[src/design/adc_pipe_pkg.sv]
// Shared constants and carrier types for the pipelined converter output logic
package adc_pipe_pkg;

  // Word and stage geometry
  localparam int CODE_W       = 12;
  localparam int STAGE_W      = 4;
  localparam int NUM_STAGES   = 4;
  localparam int NUM_RESIDUE  = 3;

  // Partial result weights: a gain of 8 per stage, so each stage shifts by three bits
  localparam int STAGE_SHIFT  = 3;
  localparam int SUM_W        = 14;

  // Removes the one-bit redundancy bias of the three residue stages
  localparam logic [SUM_W-1:0] CORR_OFFSET = 14'h0248;
  localparam logic [SUM_W-1:0] CODE_MAX    = 14'h0fff;

  // Offset-binary reference codes
  localparam logic [CODE_W-1:0] CODE_ALL_ONES  = 12'hfff;
  localparam logic [CODE_W-1:0] CODE_ALL_ZEROS = 12'h000;
  localparam logic [CODE_W-1:0] CODE_MID_UP    = 12'h800;
  localparam logic [CODE_W-1:0] CODE_MID_DOWN  = 12'h7ff;

  // Master clock cycles from sample to presented code
  localparam int LATENCY_CYC   = 3;
  localparam int FILL_W        = 2;
  localparam logic [FILL_W-1:0] FILL_DONE = 2'h3;

  // One master clock cycle spans two system clocks, one per phase
  localparam int SYS_CLK_NS    = 10;
  localparam int CONV_DIV      = 2;
  localparam int PHASE_CYC     = CONV_DIV / 2;

  // Source-side clock figures, kept for reference by the receiving logic
  localparam int CLK_PULSE_MIN_NS = 90;
  localparam int CLK_PULSE_MAX_NS = 110;
  localparam int DUTY_PCT         = 50;

  // Buffer between correction and output latch
  localparam int FIFO_DEPTH    = 4;

  typedef struct packed {
    logic [STAGE_W-1:0] r3;
    logic [STAGE_W-1:0] r2;
    logic [STAGE_W-1:0] r1;
    logic [STAGE_W-1:0] r0;
  } stage_set_t;

  typedef struct packed {
    logic [CODE_W-1:0] code;
    logic              over;
    logic              under;
  } code_word_t;

  localparam int WORD_W = CODE_W + 2;

  typedef enum logic [1:0] {
    PH_SAMPLE = 2'b01,
    PH_HOLD   = 2'b10
  } phase_t;

endpackage

[src/design/stage_delay.sv]
// Enabled shift register that delays one stage's partial result
`timescale 1ns/10ps
module stage_delay #(
  parameter int WIDTH = 4,
  parameter int DEPTH = 1
) (
  input  wire logic             clk_i,
  input  wire logic             rst_i,
  input  wire logic             shift_i,
  input  wire logic [WIDTH-1:0] data_i,
  output logic      [WIDTH-1:0] data_o
);

  logic [WIDTH-1:0] taps [DEPTH];

  always_ff @(posedge clk_i) begin
    if (rst_i) begin
      for (int i = 0; i < DEPTH; i++) begin
        taps[i] <= '0;
      end
    end else if (shift_i) begin
      taps[0] <= data_i;
      for (int i = 1; i < DEPTH; i++) begin
        taps[i] <= taps[i-1];
      end
    end
  end

  assign data_o = taps[DEPTH-1];

endmodule

[src/design/word_fifo.sv]
// Small synchronous FIFO with valid/ready on both sides
`timescale 1ns/10ps
module word_fifo #(
  parameter int WIDTH = 14,
  parameter int DEPTH = 4
) (
  input  wire logic             clk_i,
  input  wire logic             rst_i,
  input  wire logic             in_valid_i,
  output logic                  in_ready_o,
  input  wire logic [WIDTH-1:0] in_data_i,
  output logic                  out_valid_o,
  input  wire logic             out_ready_i,
  output logic      [WIDTH-1:0] out_data_o
);

  localparam int PTR_W = $clog2(DEPTH);

  logic [WIDTH-1:0] mem [DEPTH];
  logic [PTR_W-1:0] wr_ptr;
  logic [PTR_W-1:0] rd_ptr;
  logic [PTR_W:0]   count;
  logic             push;
  logic             pop;

  assign in_ready_o  = (count != (PTR_W+1)'(DEPTH));
  assign out_valid_o = (count != '0);
  assign push        = in_valid_i && in_ready_o;
  assign pop         = out_valid_o && out_ready_i;
  assign out_data_o  = mem[rd_ptr];

  always_ff @(posedge clk_i) begin
    if (push) begin
      mem[wr_ptr] <= in_data_i;
    end
  end

  always_ff @(posedge clk_i) begin
    if (rst_i) begin
      wr_ptr <= '0;
      rd_ptr <= '0;
      count  <= '0;
    end else begin
      if (push) begin
        wr_ptr <= (wr_ptr == PTR_W'(DEPTH-1)) ? '0 : wr_ptr + 1'b1;
      end
      if (pop) begin
        rd_ptr <= (rd_ptr == PTR_W'(DEPTH-1)) ? '0 : rd_ptr + 1'b1;
      end
      if (push && !pop) begin
        count <= count + 1'b1;
      end else if (pop && !push) begin
        count <= count - 1'b1;
      end
    end
  end

  // Keep the unused-after-reset memory defined for simulation readability
  initial begin
    for (int i = 0; i < DEPTH; i++) begin
      mem[i] = '0;
    end
  end

endmodule

[src/design/adc_pipe_output.sv]
// Digital output logic of a 12-bit pipelined converter: phases, alignment, correction, latch
`timescale 1ns/10ps

module adc_pipe_output (
  input  wire logic                      clk_i,
  input  wire logic                      rst_i,
  input  wire adc_pipe_pkg::stage_set_t  stage_result_i,
  output logic                           sample_phase_o,
  output logic                           hold_phase_o,
  output logic [adc_pipe_pkg::NUM_STAGES-1:0] stage_sample_o,
  output logic [adc_pipe_pkg::CODE_W-1:0] code_o,
  output logic                           code_msb_output_o,
  output logic                           code_lsb_output_o,
  output logic                           code_valid_o,
  output logic                           over_range_o,
  output logic                           under_range_o,
  output logic                           overrun_o
);

  adc_pipe_pkg::phase_t              phase;
  adc_pipe_pkg::phase_t              next_phase;
  logic                              half_tick;
  logic                              conv_tick;
  logic [adc_pipe_pkg::STAGE_W-1:0]  stage_raw [adc_pipe_pkg::NUM_STAGES];
  logic [adc_pipe_pkg::STAGE_W-1:0]  stage_cap [adc_pipe_pkg::NUM_STAGES];
  logic [adc_pipe_pkg::STAGE_W-1:0]  stage_aln [adc_pipe_pkg::NUM_STAGES];
  logic [adc_pipe_pkg::SUM_W-1:0]    raw_sum;
  adc_pipe_pkg::code_word_t          corr_word;
  adc_pipe_pkg::code_word_t          next_corr;
  logic                              corr_valid;
  logic                              fifo_in_ready;
  logic                              fifo_out_valid;
  logic [adc_pipe_pkg::WORD_W-1:0]   fifo_out_data;
  adc_pipe_pkg::code_word_t          fifo_word;
  logic                              latch_load;
  logic [adc_pipe_pkg::FILL_W-1:0]   fill_count;

  // Partial result weighting with overlap; the redundant bit of each stage after stage 0
  // lands on the lsb of the stage above, so an off-by-one decision self-corrects
  function automatic logic [adc_pipe_pkg::SUM_W-1:0] weigh(
    input logic [adc_pipe_pkg::STAGE_W-1:0] part,
    input int                               pos
  );
    logic [adc_pipe_pkg::SUM_W-1:0] wide;
    wide = adc_pipe_pkg::SUM_W'(part);
    weigh = wide << (adc_pipe_pkg::STAGE_SHIFT * pos);
  endfunction

  // Clamp to the twelve-bit range and mark saturation
  function automatic adc_pipe_pkg::code_word_t clamp(
    input logic [adc_pipe_pkg::SUM_W-1:0] sum
  );
    adc_pipe_pkg::code_word_t w;
    w.over  = 1'b0;
    w.under = 1'b0;
    w.code  = sum[adc_pipe_pkg::CODE_W-1:0];
    if (sum < adc_pipe_pkg::CORR_OFFSET) begin
      w.code  = adc_pipe_pkg::CODE_ALL_ZEROS;
      w.under = 1'b1;
    end else if ((sum - adc_pipe_pkg::CORR_OFFSET) > adc_pipe_pkg::CODE_MAX) begin
      w.code  = adc_pipe_pkg::CODE_ALL_ONES;
      w.over  = 1'b1;
    end else begin
      w.code  = adc_pipe_pkg::CODE_W'(sum - adc_pipe_pkg::CORR_OFFSET);
    end
    clamp = w;
  endfunction

  // Phase generator: each system clock is one half of the master cycle.
  // One-hot codes can never show both phases at once, which keeps them non-overlapping.
  always_comb begin
    case (phase)
      adc_pipe_pkg::PH_SAMPLE: next_phase = adc_pipe_pkg::PH_HOLD;
      adc_pipe_pkg::PH_HOLD:   next_phase = adc_pipe_pkg::PH_SAMPLE;
      default:                 next_phase = adc_pipe_pkg::PH_SAMPLE;
    endcase
  end

  always_ff @(posedge clk_i) begin
    if (rst_i) begin
      phase <= adc_pipe_pkg::PH_SAMPLE;
    end else begin
      phase <= next_phase;
    end
  end

  assign half_tick      = !rst_i;
  assign conv_tick      = !rst_i && (phase == adc_pipe_pkg::PH_HOLD);
  assign sample_phase_o = !rst_i && (phase == adc_pipe_pkg::PH_SAMPLE);
  assign hold_phase_o   = !rst_i && (phase == adc_pipe_pkg::PH_HOLD);

  assign stage_raw[0] = stage_result_i.r0;
  assign stage_raw[1] = stage_result_i.r1;
  assign stage_raw[2] = stage_result_i.r2;
  assign stage_raw[3] = stage_result_i.r3;

  genvar k;
  generate
    for (k = 0; k < adc_pipe_pkg::NUM_STAGES; k++) begin : g_stage
      // Even stages sample with the front end, odd stages on the inverse phase
      if ((k % 2) == 0) begin : g_even
        assign stage_sample_o[k] = sample_phase_o;
      end else begin : g_odd
        assign stage_sample_o[k] = hold_phase_o;
      end

      // A stage's result is settled at the end of its own amplify phase
      always_ff @(posedge clk_i) begin
        if (rst_i) begin
          stage_cap[k] <= '0;
        end else if (!stage_sample_o[k]) begin
          stage_cap[k] <= stage_raw[k];
        end
      end

      // Earlier stages wait longer; the last flash stage needs no delay
      if (k < adc_pipe_pkg::NUM_RESIDUE) begin : g_delay
        stage_delay #(
          .WIDTH (adc_pipe_pkg::STAGE_W),
          .DEPTH (adc_pipe_pkg::NUM_RESIDUE - k)
        ) u_delay (
          .clk_i   (clk_i),
          .rst_i   (rst_i),
          .shift_i (half_tick),
          .data_i  (stage_cap[k]),
          .data_o  (stage_aln[k])
        );
      end else begin : g_direct
        assign stage_aln[k] = stage_cap[k];
      end
    end
  endgenerate

  // Overlapping sum of the aligned parts, stage 0 carries the most weight
  assign raw_sum = weigh(stage_aln[0], 3) + weigh(stage_aln[1], 2)
                 + weigh(stage_aln[2], 1) + weigh(stage_aln[3], 0);

  always_comb begin
    next_corr = clamp(raw_sum);
  end

  always_ff @(posedge clk_i) begin
    if (rst_i) begin
      corr_word  <= '0;
      corr_valid <= 1'b0;
    end else begin
      corr_valid <= conv_tick;
      if (conv_tick) begin
        corr_word <= next_corr;
      end
    end
  end

  // The buffer drains only on the master cycle tick, so a burst of up to FIFO_DEPTH words from the
  // correction side backs up here; further words are dropped and set overrun_o
  word_fifo #(
    .WIDTH (adc_pipe_pkg::WORD_W),
    .DEPTH (adc_pipe_pkg::FIFO_DEPTH)
  ) u_fifo (
    .clk_i       (clk_i),
    .rst_i       (rst_i),
    .in_valid_i  (corr_valid),
    .in_ready_o  (fifo_in_ready),
    .in_data_i   (corr_word),
    .out_valid_o (fifo_out_valid),
    .out_ready_i (conv_tick),
    .out_data_o  (fifo_out_data)
  );

  assign fifo_word  = adc_pipe_pkg::code_word_t'(fifo_out_data);
  assign latch_load = conv_tick && fifo_out_valid;

  // A word refused by a full buffer is dropped and flagged until reset
  always_ff @(posedge clk_i) begin
    if (rst_i) begin
      overrun_o <= 1'b0;
    end else if (corr_valid && !fifo_in_ready) begin
      overrun_o <= 1'b1;
    end
  end

  // Output latch, updated once per master cycle
  always_ff @(posedge clk_i) begin
    if (rst_i) begin
      code_o        <= adc_pipe_pkg::CODE_ALL_ZEROS;
      over_range_o  <= 1'b0;
      under_range_o <= 1'b0;
    end else if (latch_load) begin
      code_o        <= fifo_word.code;
      over_range_o  <= fifo_word.over;
      under_range_o <= fifo_word.under;
    end
  end

  assign code_msb_output_o = code_o[adc_pipe_pkg::CODE_W-1];
  assign code_lsb_output_o = code_o[0];

  // Codes latched before the pipeline has filled carry no real sample
  always_ff @(posedge clk_i) begin
    if (rst_i) begin
      fill_count   <= '0;
      code_valid_o <= 1'b0;
    end else if (latch_load) begin
      if (fill_count != adc_pipe_pkg::FILL_DONE) begin
        fill_count <= fill_count + 1'b1;
      end
      code_valid_o <= (fill_count == adc_pipe_pkg::FILL_DONE);
    end
  end

endmodule

[config.mk]
export PLATFORM = sky130hd
export DESIGN_NAME = adc_pipe_output
export DESIGN_NICKNAME = d
export VERILOG_FILES = /design/src/design/adc_pipe_pkg.sv /design/src/design/stage_delay.sv /design/src/design/word_fifo.sv /design/src/design/adc_pipe_output.sv
export SDC_FILE = /design/constraint.sdc
export NUM_CORES = 1
export LEC_CHECK = 0
export ABC_AREA = 1
export BUFFER_PORTS_ARGS = -buffer_cell sky130_fd_sc_hd__buf_4
export CAP_MARGIN = 0
export CORE_MARGIN = 1.5
export CORE_UTILIZATION = 50
export DETAILED_ROUTE_END_ITERATION = 8
export GPL_ROUTABILITY_DRIVEN = 0
export GPL_TIMING_DRIVEN = 1
export PLACE_DENSITY = 0.72
export SLEW_MARGIN = 20
export SYNTH_ARGS = -nofsm -noshare
export SYNTH_HDL_FRONTEND = slang
export SYNTH_HIERARCHICAL = 1
export SYNTH_SLANG_ARGS = --single-unit
[constraint.sdc]
create_clock -name clk_i -period 6.3 [get_ports clk_i]
set_clock_uncertainty 0.05 [all_clocks]
set_input_delay 0.63 -clock clk_i [delete_from_list [all_inputs] [get_ports clk_i]]
set_output_delay 0.63 -clock clk_i [all_outputs]
set_load 0.005 [all_outputs]
==> results.sh, run 1 <==
export IMPL_slew_viol_final=0
export IMPL_diodes=0
export IMPL_p_sw_uw=476
export IMPL_cts_root_buffer="clkbuf_16"
export IMPL_worstPathRequired_ns=6.54
export IMPL_pwr_share_clk=0.453
export IMPL_yosys_warnings=6
export IMPL_total_power_mw=2.18
export IMPL_dp_hpwl_um=7200
export IMPL_crit_fanout=13
export IMPL_syn_nets=676
export IMPL_p_int_mw=1.70
export IMPL_m1WireLength_um=4400
export IMPL_p_sw_frac=0.219
export IMPL_vias_per_cell=4.82
export IMPL_synthCells=645
export IMPL_drive_gt1_frac=0.147
export IMPL_grt_ovfl_total=0
export IMPL_antenna_found_initial=0
export IMPL_crit_family="simple AND/OR/NAND/NOR gates"
export IMPL_vias=4058
export IMPL_power_leakage_nw=3.12
export IMPL_rows=40
export IMPL_cts_made_buffers=17
export IMPL_drc=0
export IMPL_clkTransAtPathRegs_ns=0.06
export IMPL_status="completed"
export IMPL_track_usage=0.181
export IMPL_slowest_stage="edfxtp_1"
export IMPL_worst_skew_pair_late_latency_ns=0.42
export IMPL_start_kind="register"
export IMPL_grt_pass1_wl_um=17800
export IMPL_highest_layer="met4"
export IMPL_core_um2=12000
export IMPL_synth_cell_types=34
export IMPL_hold_buffers=0
export IMPL_synth_seq_area_share=0.611
export IMPL_critPathArrivalTime_ns=2.59
export IMPL_fmax_ghz=0.425
export IMPL_fin_crit_sh=0.373
export IMPL_tritoncts="done"
export IMPL_combPwrFrac=0.066
export IMPL_finalSetupViolCount=0
export IMPL_dr_wl_met3_um=432
export IMPL_syn_area_um2=6160
export IMPL_cts_path_max_buffers=2
export IMPL_multi_input_area_um2=1780
export IMPL_area_delta_synth_final_pct=14.8
export IMPL_htree_levels=4
export IMPL_fillers=1016
export IMPL_drt_iter0_markers=270
export IMPL_power_density_nw_per_um2=308
export IMPL_cp_buffers_inverters=1
export IMPL_grt_max_degree=30
export IMPL_first_pass_iters=4
export IMPL_min_path_type="register to register"
export IMPL_die_area_um2=13000
export IMPL_wl_per_cell_um=12.7
export IMPL_regArea_um2=3760
export IMPL_fp_dieH_um=114
export IMPL_relSlewSlack=0.568
export IMPL_seq_power_share=0.482
export IMPL_critical_path_class="register to register"
export IMPL_finalCriticalPeriod_ns=2.35
export IMPL_hold_violations=0
export IMPL_post_cts_buffers=0
export IMPL_finalSetupTns_ns=0
export IMPL_port_buffers=41
export IMPL_nets=713
export IMPL_first_global_vias=3879
export IMPL_initial_utilization=0.513
export IMPL_cts_sinks=140
export IMPL_wl_um=10700
export IMPL_cp_common_cell="nand2_1"
export IMPL_wl_met2_um=5680
export IMPL_ys_async_sr_fraction=0
export IMPL_ant_nets=0
export IMPL_slowest_delay_ns=0.38
export IMPL_post_synth_cell_area_avg_um2=9.55
export IMPL_num_io_pins=42
export IMPL_end_kind="register"
export IMPL_tightest_slew_ns=0.644
export IMPL_die_x_um=114
export IMPL_rsz0062_at_grt="no"
export IMPL_synth_seq_cells=140
export IMPL_synth_edf_count=96
export IMPL_cap_violations=0
export IMPL_post_cts_resized=0
export IMPL_irDropWorstVdd_mv=0.317
export IMPL_crit_chain="ha_1 -> ha_1 -> inv_1 -> ha_1 -> nand2_1 -> nand2_1 -> nand2_1 -> o21ai_1 -> nand3_1 -> nand2_1 -> nand2_1 -> nand2_2 -> nand2_1"
export IMPL_ys_flop_type="edfxtp_1"
==> per-layer routing <==
metal,GRT usage,up-vias
met4,0.0675,0
met5,0,-
li1,-,2128
met2,0.332,65
met3,0.0510,13
met1,0.199,1852
==> layout by cell type, fill, tap and decap left out, types with 5 or more instances in the layout <==
cell and n:
ha_1 12, nand3_1 39, dfxtp_1 44, nor2_2 10, o21ai_0 27, o22ai_1 14, edfxtp_1 96, nand2_1 134
nor2_1 94, nand2_2 8, a21oi_1 5, clkbuf_16 17, inv_1 99, o21ai_1 7, buf_4 48
==> worst reg2reg max path: cells and delay by family, from the launching register on <==
family                     cells  cell delay, ns
buffers and inverters          1            0.06
AOI/OAI and AO/OA              1            0.26
DFF                            1            0.38
adders and majority gates      3            0.73
and+or+nand+nor                8            0.75
==> cell families (layout without fill, tap and decap cells) <==
logic type / count (synthesis) / count (layout) / synth area share
adder cells (fa/ha/maj): 13 / 13 / 0.0276
flip-flops: 140 / 140 / 0.611
AO/OA/AOI/OAI: 55 / 55 / 0.0481
XOR/XNOR: 6 / 6 / 0.00975
buffers and inverters: 134 / 184 / 0.0993
AND/OR/NAND/NOR: 297 / 297 / 0.204
==> cells in the mapped netlist, types with 2 or more instances <==
cell / number / area share
xor2_1: 2 / 0.0028
inv_1: 99 / 0.060
buf_6: 3 / 0.0055
dfxtp_1: 44 / 0.14
nor2_4: 2 / 0.0037
or2_1: 2 / 0.0020
buf_4: 18 / 0.022
nor2_2: 10 / 0.010
clkbuf_1: 5 / 0.0030
nand2_1: 134 / 0.082
inv_2: 4 / 0.0024
o21ai_1: 7 / 0.0057
o21ai_0: 27 / 0.022
a21oi_1: 5 / 0.0041
ha_1: 12 / 0.024
o22ai_1: 14 / 0.014
xnor2_1: 3 / 0.0043
nor2_1: 94 / 0.057
nand3_1: 39 / 0.032
nand4_1: 2 / 0.0020
nand2_2: 8 / 0.0081
edfxtp_1: 96 / 0.47
nand3b_1: 4 / 0.0049
==> area by class of cell <==
cell class / instances / area share
sequential: 140 / 0.532
timing repair buffer: 48 / 0.0510
clock buffer: 21 / 0.0623
inverter: 104 / 0.0552
tap: 147 / 0.0260
multi-input combinational: 371 / 0.252
clock inverter: 11 / 0.0207
==> state kept, by name (all words and copies together), names as in the netlist, named ones only <==
name and cells:
under_range_o 1, phase 2, stage_cap 16, fill_count 2, corr_word 14, u_fifo/count 3
u_fifo/mem 56, corr_valid 1, code_o 12, overrun_o 1, u_fifo/rd_ptr 2, g_stage.g_delay.u_delay/taps 24
u_fifo/wr_ptr 2, code_valid_o 1, over_range_o 1
==> per-stage QoR <==
stage	hold WS (ns)	util	cells	worst slack (ns)	instance area, µm²
floorplan	0.380	-	645	3.65	6160
global placement	0.393	0.540	810	3.96	6480
detailed placement	0.413	0.540	810	3.91	6480
CTS	0.421	0.589	842	3.91	7070
global route	0.443	0.589	842	3.59	7070
finish	0.416	0.589	842	3.95	7070
==> power groups by stage <==
stage | clock network (mW) | registers, mW | logic [mW]
detailed placement | 0 | 1.07 | 0.143
global placement | 0 | 1.06 | 0.139
floorplan | 0 | 1.06 | 0.116
finish | 0.985 | 1.05 | 0.143
CTS | 0.998 | 1.05 | 0.145
global route | 1.04 | 1.05 | 0.166
==> worst paths after layout <==
kind                    from           end  slack (ns)  depth (start not counted)
min reg2reg       code_o[10]    code_o[10]        0.42                          2
max          stage_cap[3][3]  corr_word[9]        3.95                         13
min               code_o[10]    code_o[10]        0.42                          2
max reg2reg  stage_cap[3][3]  corr_word[9]        3.95                         13
Note: power is estimated with default switching activity, not from simulation.
==> inputs of run 2 (changes only) <==
--- a/config.mk
+++ b/config.mk
@@ -5,7 +5,7 @@
 export SDC_FILE = /design/constraint.sdc
 export NUM_CORES = 1
 export LEC_CHECK = 0
-export ABC_AREA = 1
+export ABC_AREA = 0
 export BUFFER_PORTS_ARGS = -buffer_cell sky130_fd_sc_hd__buf_4
 export CAP_MARGIN = 0
 export CORE_MARGIN = 1.5
@@ -13,7 +13,7 @@
 export DETAILED_ROUTE_END_ITERATION = 8
 export GPL_ROUTABILITY_DRIVEN = 0
 export GPL_TIMING_DRIVEN = 1
-export PLACE_DENSITY = 0.72
+export PLACE_DENSITY = 0.75
 export SLEW_MARGIN = 20
 export SYNTH_ARGS = -nofsm -noshare
 export SYNTH_HDL_FRONTEND = slang
==> constraint.sdc (replaced) <==
create_clock -name clk_i -period 1.9 [get_ports clk_i]
set_clock_uncertainty 0.05 [all_clocks]
set_input_delay 0.19 -clock clk_i [delete_from_list [all_inputs] [get_ports clk_i]]
set_output_delay 0.19 -clock clk_i [all_outputs]
set_load 0.005 [all_outputs]
==> run 2 against run 1 <==
Effect of this change: the run now ends with setup timing left; synthesized cell count fell by 33%; non-clock buffer count rose by 65; first-iteration DRC count fell by 37%; critical path type unchanged; largest cell class unchanged; largest power group unchanged.
==> results.sh, run 2 <==
export IMPL_synth_area_top_cells="edfxtp_1, dfxtp_1, mux4_2, and3b_1, ha_1"
export IMPL_irDropWorstVdd_mv=0.882
export IMPL_vias=3702
export IMPL_rr_worst_depth=10
export IMPL_fmax_ghz=0.382
export IMPL_start_kind="register"
export IMPL_dp_hpwl_um=7070
export IMPL_port_buffers=41
export IMPL_hold_worst_slack_ns=0.240
export IMPL_antenna_found_initial=0
export IMPL_syn_nets=462
export IMPL_die_area_um2=12700
export IMPL_drc=0
export IMPL_vias_per_cell=5.40
export IMPL_crit_fanout=7
export IMPL_seq_power_share=0.483
export IMPL_yosysMostFrequentCell="edfxtp_1"
export IMPL_yosys_warnings=6
export IMPL_ys_flop_type="edfxtp_1"
export IMPL_diodes=0
export IMPL_synth_seq_area_share=0.625
export IMPL_post_synth_cell_area_avg_um2=14.0
export IMPL_drt_iter0_markers=170
export IMPL_layout_common_cells="buf_4, edfxtp_1, dfxtp_1, nand2_1, and3b_1"
export IMPL_total_power_mw=7.11
export IMPL_clkTransAtPathRegs_ns=0.06
export IMPL_cts_path_max_buffers=2
export IMPL_die_x_um=113
export IMPL_largestRegisters="u_fifo/mem (56), g_stage.g_delay.u_delay/taps (24), stage_cap (16)"
export IMPL_cts_sinks=140
export IMPL_p_sw_mw=1.59
export IMPL_wl_um=10700
export IMPL_syn_area_um2=6020
export IMPL_fp_dieH_um=113
export IMPL_critical_path_class="register to register"
export IMPL_grt_max_degree=44
export IMPL_worst_skew_pair_late_latency_ns=0.43
export IMPL_cap_violations=0
export IMPL_track_usage=0.184
export IMPL_ys_async_sr_fraction=0
export IMPL_end_kind="register"
export IMPL_min_path_type="input port to register"
export IMPL_ant_nets=0
export IMPL_hold_depth=5
export IMPL_area_delta_synth_final_pct=26.4
export IMPL_status="finished with violations"
export IMPL_synth_seq_cells=140
export IMPL_critPathArrivalTime_ns=2.88
export IMPL_fin_crit_sh=1.38
export IMPL_r2r_start="g_stage[1].g_delay.u_delay/taps[0][4]"
export IMPL_first_pass_iters=4
export IMPL_p_int_mw=5.52
export IMPL_grt_ovfl_total=0
export IMPL_hold_violations=0
export IMPL_placed_cell_area_um2=6760
export IMPL_wl_per_cell_um=15.6
export IMPL_whs_endpoint="corr_valid"
export IMPL_cp_common_cell="buf_4"
export IMPL_hold_start="rst_i"
export IMPL_power_density_nw_per_um2=933
export IMPL_r2r_end="corr_word[9]"
export IMPL_finalCriticalPeriod_ns=2.62
export IMPL_first_global_vias=3644
export IMPL_tritoncts="done"
export IMPL_p_sw_frac=0.223
export IMPL_crit_chain="ha_2 -> a31oi_4 -> buf_4 -> nor2_1 -> xor2_1 -> a21boi_2 -> and3b_1 -> nor4b_4 -> buf_4 -> a221o_1"
export IMPL_cts_made_buffers=17
export IMPL_worst_slack_ns=-0.717
export IMPL_rsz0062_at_grt="yes"
export IMPL_pwr_share_clk=0.433
export IMPL_finalSetupTns_ns=-9.30
export IMPL_final_area_um2=7610
export IMPL_htree_levels=4
export IMPL_final_common_cell="buf_4"
export IMPL_yosysTopAreaCellShare=0.479
export IMPL_violations="setup timing"
export IMPL_drive_gt1_frac=0.352
export IMPL_top_register="u_fifo/mem"
export IMPL_relSlewSlack=0.641
export IMPL_worstPathRequired_ns=2.16
export IMPL_nets=560
export IMPL_largest_register_ffs=56
export IMPL_rows=39
export IMPL_combPwrFrac=0.084
export IMPL_slowest_stage="ha_2"
export IMPL_ys_top_cells_by_count="edfxtp_1, dfxtp_1, nand2_1"
export IMPL_core_um2=11600
export IMPL_tightest_slew_ns=0.538
export IMPL_ff2ff_setup_slack_ns=-0.72
export IMPL_finalSetupViolCount=15
export IMPL_grt_pass1_wl_um=17500
export IMPL_synth_area_leader_cell="edfxtp_1"
export IMPL_power_leakage_nw=3.01
export IMPL_synthCells=431
export IMPL_num_io_pins=42
export IMPL_synth_cell_types=59
export IMPL_slew_viol_final=0
export IMPL_synth_edf_count=96
export IMPL_cts_root_buffer="clkbuf_16"
export IMPL_dp_slack_ns=-0.737
export IMPL_slowest_delay_ns=0.41
export IMPL_initial_utilization=0.521
==> run 2: cell count changes in the layout (fill, tap and decap cells not counted), sizes merged, moves of 16 or more <==
cell	previous run	this run
dlygate4sd3	0	16
nor2	106	15
nand2	142	37
buf	48	97
and2	0	19
o21ai	34	18
and3b	0	25
inv	103	17
nand3	40	4
==> run 2: per-stage QoR <==
step,cells,util
CTS,679,0.649
detailed placement,630,0.585
global route,685,0.658
global placement,630,0.585
floorplan,431,-
finish,685,0.658
==> run 2: cell type report <==
class,count,area (µm²)
well taps,143,179
flip-flops and latches,140,3770
repair buffers,113,888
clock inverters,13,114
inverters,14,60.1
clock buffers,19,443
fillers,783,3950
multi-input cells,243,2160
==> run 2: how the worst max path moves through the flow <==
stage / start / end / slack (ns) / cells after the start
6_report: g_stage[1].g_delay.u_delay/taps[0][4] / corr_word[9] / -0.72 / 10
5_1_grt: g_stage[2].g_delay.u_delay/taps[0][0] / corr_word[7] / -0.81 / 11
4_1_cts: g_stage[2].g_delay.u_delay/taps[0][0] / corr_word[9] / -0.70 / 10
3_5_place_dp: g_stage[2].g_delay.u_delay/taps[0][3] / corr_word[9] / -0.74 / 9
3_3_place_gp: g_stage[2].g_delay.u_delay/taps[0][3] / corr_word[6] / -0.66 / 9
2_1_floorplan: g_stage[2].g_delay.u_delay/taps[0][0] / corr_word[12] / -0.77 / 11
==> run 2: routing by layer <==
metal	up-vias	share of wire	GRT usage
li1	1798	-	-
met1	1813	0.40	0.196
met2	72	0.54	0.325
met3	19	0.035	0.0568
met4	0	0.025	0.105
met5	-	0	0
==> run 2: what timing repair did <==
action	CTS	global route
pin swaps	6	10
endpoints found under the hold margin	16	0
hold buffers	16	0
buffers inserted	1	6
setup endpoints to repair	19	19
gates resized for setup	6	12
gates cloned	0	0
==> run 2: cells by family (layout without fill, tap and decap cells) <==
group	count (synthesis)	in the layout	share of synthesized area
XOR/XNOR	17	17	0.0247
buffers and inverters	48	159	0.0461
flip-flops	140	140	0.625
AND/OR/NAND/NOR	133	133	0.133
multiplexers	20	20	0.0623
AO/OA/AOI/OAI	60	60	0.0806
adder cells (fa/ha/maj)	13	13	0.0282
==> run 2: power by group through the flow <==
stage / clock network, mW / logic, mW / registers [mW]
floorplan: 0 / 0.359 / 3.48
CTS: 3.15 / 0.563 / 3.43
detailed placement: 0 / 0.528 / 3.50
global route: 3.27 / 0.646 / 3.44
finish: 3.08 / 0.594 / 3.43
global placement: 0 / 0.510 / 3.49
==> run 2: worst max-delay path, delay by kind of cell, from the launching register on <==
family	cells	cell delay, ns
AO/OA/AOI/OAI	3	0.68
AND/OR/NAND/NOR	3	0.44
adder cells (fa/ha/maj)	1	0.41
flip-flops	1	0.37
buffers and inverters	2	0.33
XOR/XNOR	1	0.22
==> inputs of run 3 (changes only) <==
--- a/config.mk
+++ b/config.mk
@@ -5,15 +5,17 @@
 export SDC_FILE = /design/constraint.sdc
 export NUM_CORES = 1
 export LEC_CHECK = 0
-export ABC_AREA = 0
+export ABC_AREA = 1
 export BUFFER_PORTS_ARGS = -buffer_cell sky130_fd_sc_hd__buf_4
 export CAP_MARGIN = 0
+export CELL_PAD_IN_SITES_DETAIL_PLACEMENT = 1
+export CELL_PAD_IN_SITES_GLOBAL_PLACEMENT = 2
 export CORE_MARGIN = 1.5
-export CORE_UTILIZATION = 50
+export CORE_UTILIZATION = 35
 export DETAILED_ROUTE_END_ITERATION = 8
 export GPL_ROUTABILITY_DRIVEN = 0
 export GPL_TIMING_DRIVEN = 1
-export PLACE_DENSITY = 0.75
+export PLACE_DENSITY = 0.8
 export SLEW_MARGIN = 20
 export SYNTH_ARGS = -nofsm -noshare
 export SYNTH_HDL_FRONTEND = slang
==> run 3 against run 2 <==
Effect of this change: register-to-register slack better by 0.45 ns; worst setup slack better by 0.45 ns; critical endpoint is now corr_word[13]; combinational power up 25%; sequential power grew 1%; hold slack got worse by 0.22 ns; highest routed layer unchanged; routed wire length up 23%; the run still ends with setup timing left; design area grew 2.6%; fmax rose by 21%; flip-flop and latch count unchanged.
==> results.sh, run 3 (same netlist as run 1, synthesis figures left out) <==
export IMPL_status="finished with violations"
export IMPL_violations="setup timing"
export IMPL_cp_buffers_inverters=1
export IMPL_wl_um=13200
export IMPL_first_pass_iters=4
export IMPL_dp_hpwl_um=9040
export IMPL_first_global_vias=4490
export IMPL_track_usage=0.153
export IMPL_tightest_slew_ns=0.455
export IMPL_crit_chain="ha_4 -> ha_4 -> nand3_4 -> nand2_4 -> nand2_4 -> nand3b_1 -> nand2_2 -> nand2_2 -> nor2_4 -> buf_6 -> a31oi_4 -> nand2_4 -> nand2_1"
export IMPL_cp_common_cell="nand2_4"
export IMPL_crit_family="simple AND/OR/NAND/NOR gates"
export IMPL_initial_utilization=0.357
export IMPL_drt_iter0_markers=103
export IMPL_slowest_stage="edfxtp_1"
export IMPL_wl_per_cell_um=13.6
export IMPL_die_area_um2=18400
export IMPL_irDropWorstVdd_mv=0.693
export IMPL_hold_depth=3
export IMPL_fp_dieH_um=136
export IMPL_top_register="u_fifo/mem"
export IMPL_hold_violations=0
export IMPL_cts_made_buffers=17
export IMPL_drc=0
export IMPL_ant_nets=0
export IMPL_port_buffers=41
export IMPL_rr_worst_depth=13
export IMPL_die_x_um=136
export IMPL_fillers=1939
export IMPL_nets=759
export IMPL_grt_pass1_wl_um=21500
export IMPL_layout_common_cells="nand2_1, edfxtp_1, inv_1, nor2_1, buf_4"
export IMPL_largestRegisters="u_fifo/mem (56), g_stage.g_delay.u_delay/taps (24), stage_cap (16)"
export IMPL_fin_crit_sh=1.14
export IMPL_drive_gt1_frac=0.269
export IMPL_finalCriticalPeriod_ns=2.17
export IMPL_tritoncts="done"
export IMPL_num_io_pins=42
export IMPL_core_um2=17200
export IMPL_largest_register_ffs=56
export IMPL_worst_skew_pair_late_latency_ns=0.42
export IMPL_htree_levels=4
export IMPL_vias_per_cell=4.58
export IMPL_grt_ovfl_total=0
export IMPL_critPathArrivalTime_ns=2.43
export IMPL_worstPathRequired_ns=2.16
export IMPL_area_delta_synth_final_pct=26.8
export IMPL_vias=4423
export IMPL_diodes=0
export IMPL_crit_fanout=6
export IMPL_cts_path_max_buffers=2
export IMPL_start_kind="register"
export IMPL_cts_root_buffer="clkbuf_16"
export IMPL_relSlewSlack=0.696
export IMPL_clkTransAtPathRegs_ns=0.06
export IMPL_total_power_mw=7.15
export IMPL_antenna_found_initial=0
export IMPL_cts_sinks=140
export IMPL_end_kind="register"
export IMPL_critical_path_class="register to register"
export IMPL_hold_worst_slack_ns=0.0209
export IMPL_power_density_nw_per_um2=916
export IMPL_final_common_cell="nand2_1"
export IMPL_cp_depth=13
export IMPL_finalSetupTns_ns=-3.58
export IMPL_slew_viol_final=0
export IMPL_power_leakage_nw=3.36
export IMPL_finalSetupViolCount=14
export IMPL_min_path_type="input port to register"
export IMPL_fmax_ghz=0.461
export IMPL_rows=48
export IMPL_cap_violations=0
export IMPL_worst_slack_ns=-0.269
export IMPL_grt_max_degree=29
export IMPL_rsz0062_at_grt="yes"
export IMPL_slowest_delay_ns=0.44
-- run 3: cell count changes in the layout (fill, tap and decap cells not counted), sizes merged, moves of 13 or more --
cell,change
nand2,+106
mux4,-14
and3b,-25
dlygate4sd3,-13
and2,-19
o21ai,+16
o22ai,+14
nor2,+91
nand3,+37
inv,+87
-- run 3: repair_timing --
action / in CTS / in global routing
setup buffers: 7 / 5
endpoints found under the hold margin: 3 / 0
hold buffers: 3 / 0
cloned: 1 / 1
setup endpoints to repair: 15 / 18
gates resized for setup: 27 / 40
pin swaps: 14 / 25
-- run 3: worst register-to-register path, stage by stage, from the launching register on --
cell and delay, ns:
edfxtp_1 0.44, ha_4 0.21, ha_4 0.17, nand3_4 0.09
nand2_4 0.07, nand2_4 0.06, nand3b_1 0.08, nand2_2 0.09
nand2_2 0.07, nor2_4 0.26, buf_6 0.15, a31oi_4 0.12
nand2_4 0.14, nand2_1 0.06
-- run 3: report_power, final --
part           switching, mW  leakage [nW]  total [mW]  internal (mW)
clock                   1.24         0.238        2.93           1.69
sequential            0.0849          1.27        3.48           3.40
combinational          0.407          1.85       0.741          0.333
total                   1.73          3.36        7.15           5.42
-- run 3: worst paths after layout --
check,slack (ns),end,from
max reg2reg,-0.27,corr_word[13],g_stage[2].g_delay.u_delay/taps[0][0]
max,-0.27,corr_word[13],g_stage[2].g_delay.u_delay/taps[0][0]
min reg2reg,0.41,fill_count[0],fill_count[0]
min,0.02,stage_cap[1][3],stage_result_i[7]
-- run 3: layer usage --
metal	global-route usage	share of wire
met5	0	0
met4	0.0609	0.015
met3	0.0400	0.025
met2	0.285	0.54
met1	0.165	0.41
-- run 3: layout make-up --
cell class	instances	area, µm²	area share
clock buffers	21	450	0.0577
clock inverters	11	71.3	0.00913
inverters	104	390	0.0500
multi-input cells	373	2110	0.271
flip-flops and latches	140	3770	0.483
well taps	225	282	0.0361
repair buffers	92	729	0.0934
-- run 3: per-stage QoR --
stage          setup slack (ns)  cell area (µm²)  std cells   util
2_1_floorplan           -0.0702             6270        645      -
3_3_place_gp             -0.219             6890        917  0.400
3_5_place_dp             -0.307             6890        917  0.400
4_1_cts                  -0.211             7620        960  0.442
5_1_grt                  -0.390             7810        966  0.453
6_report                 -0.269             7810        966  0.453
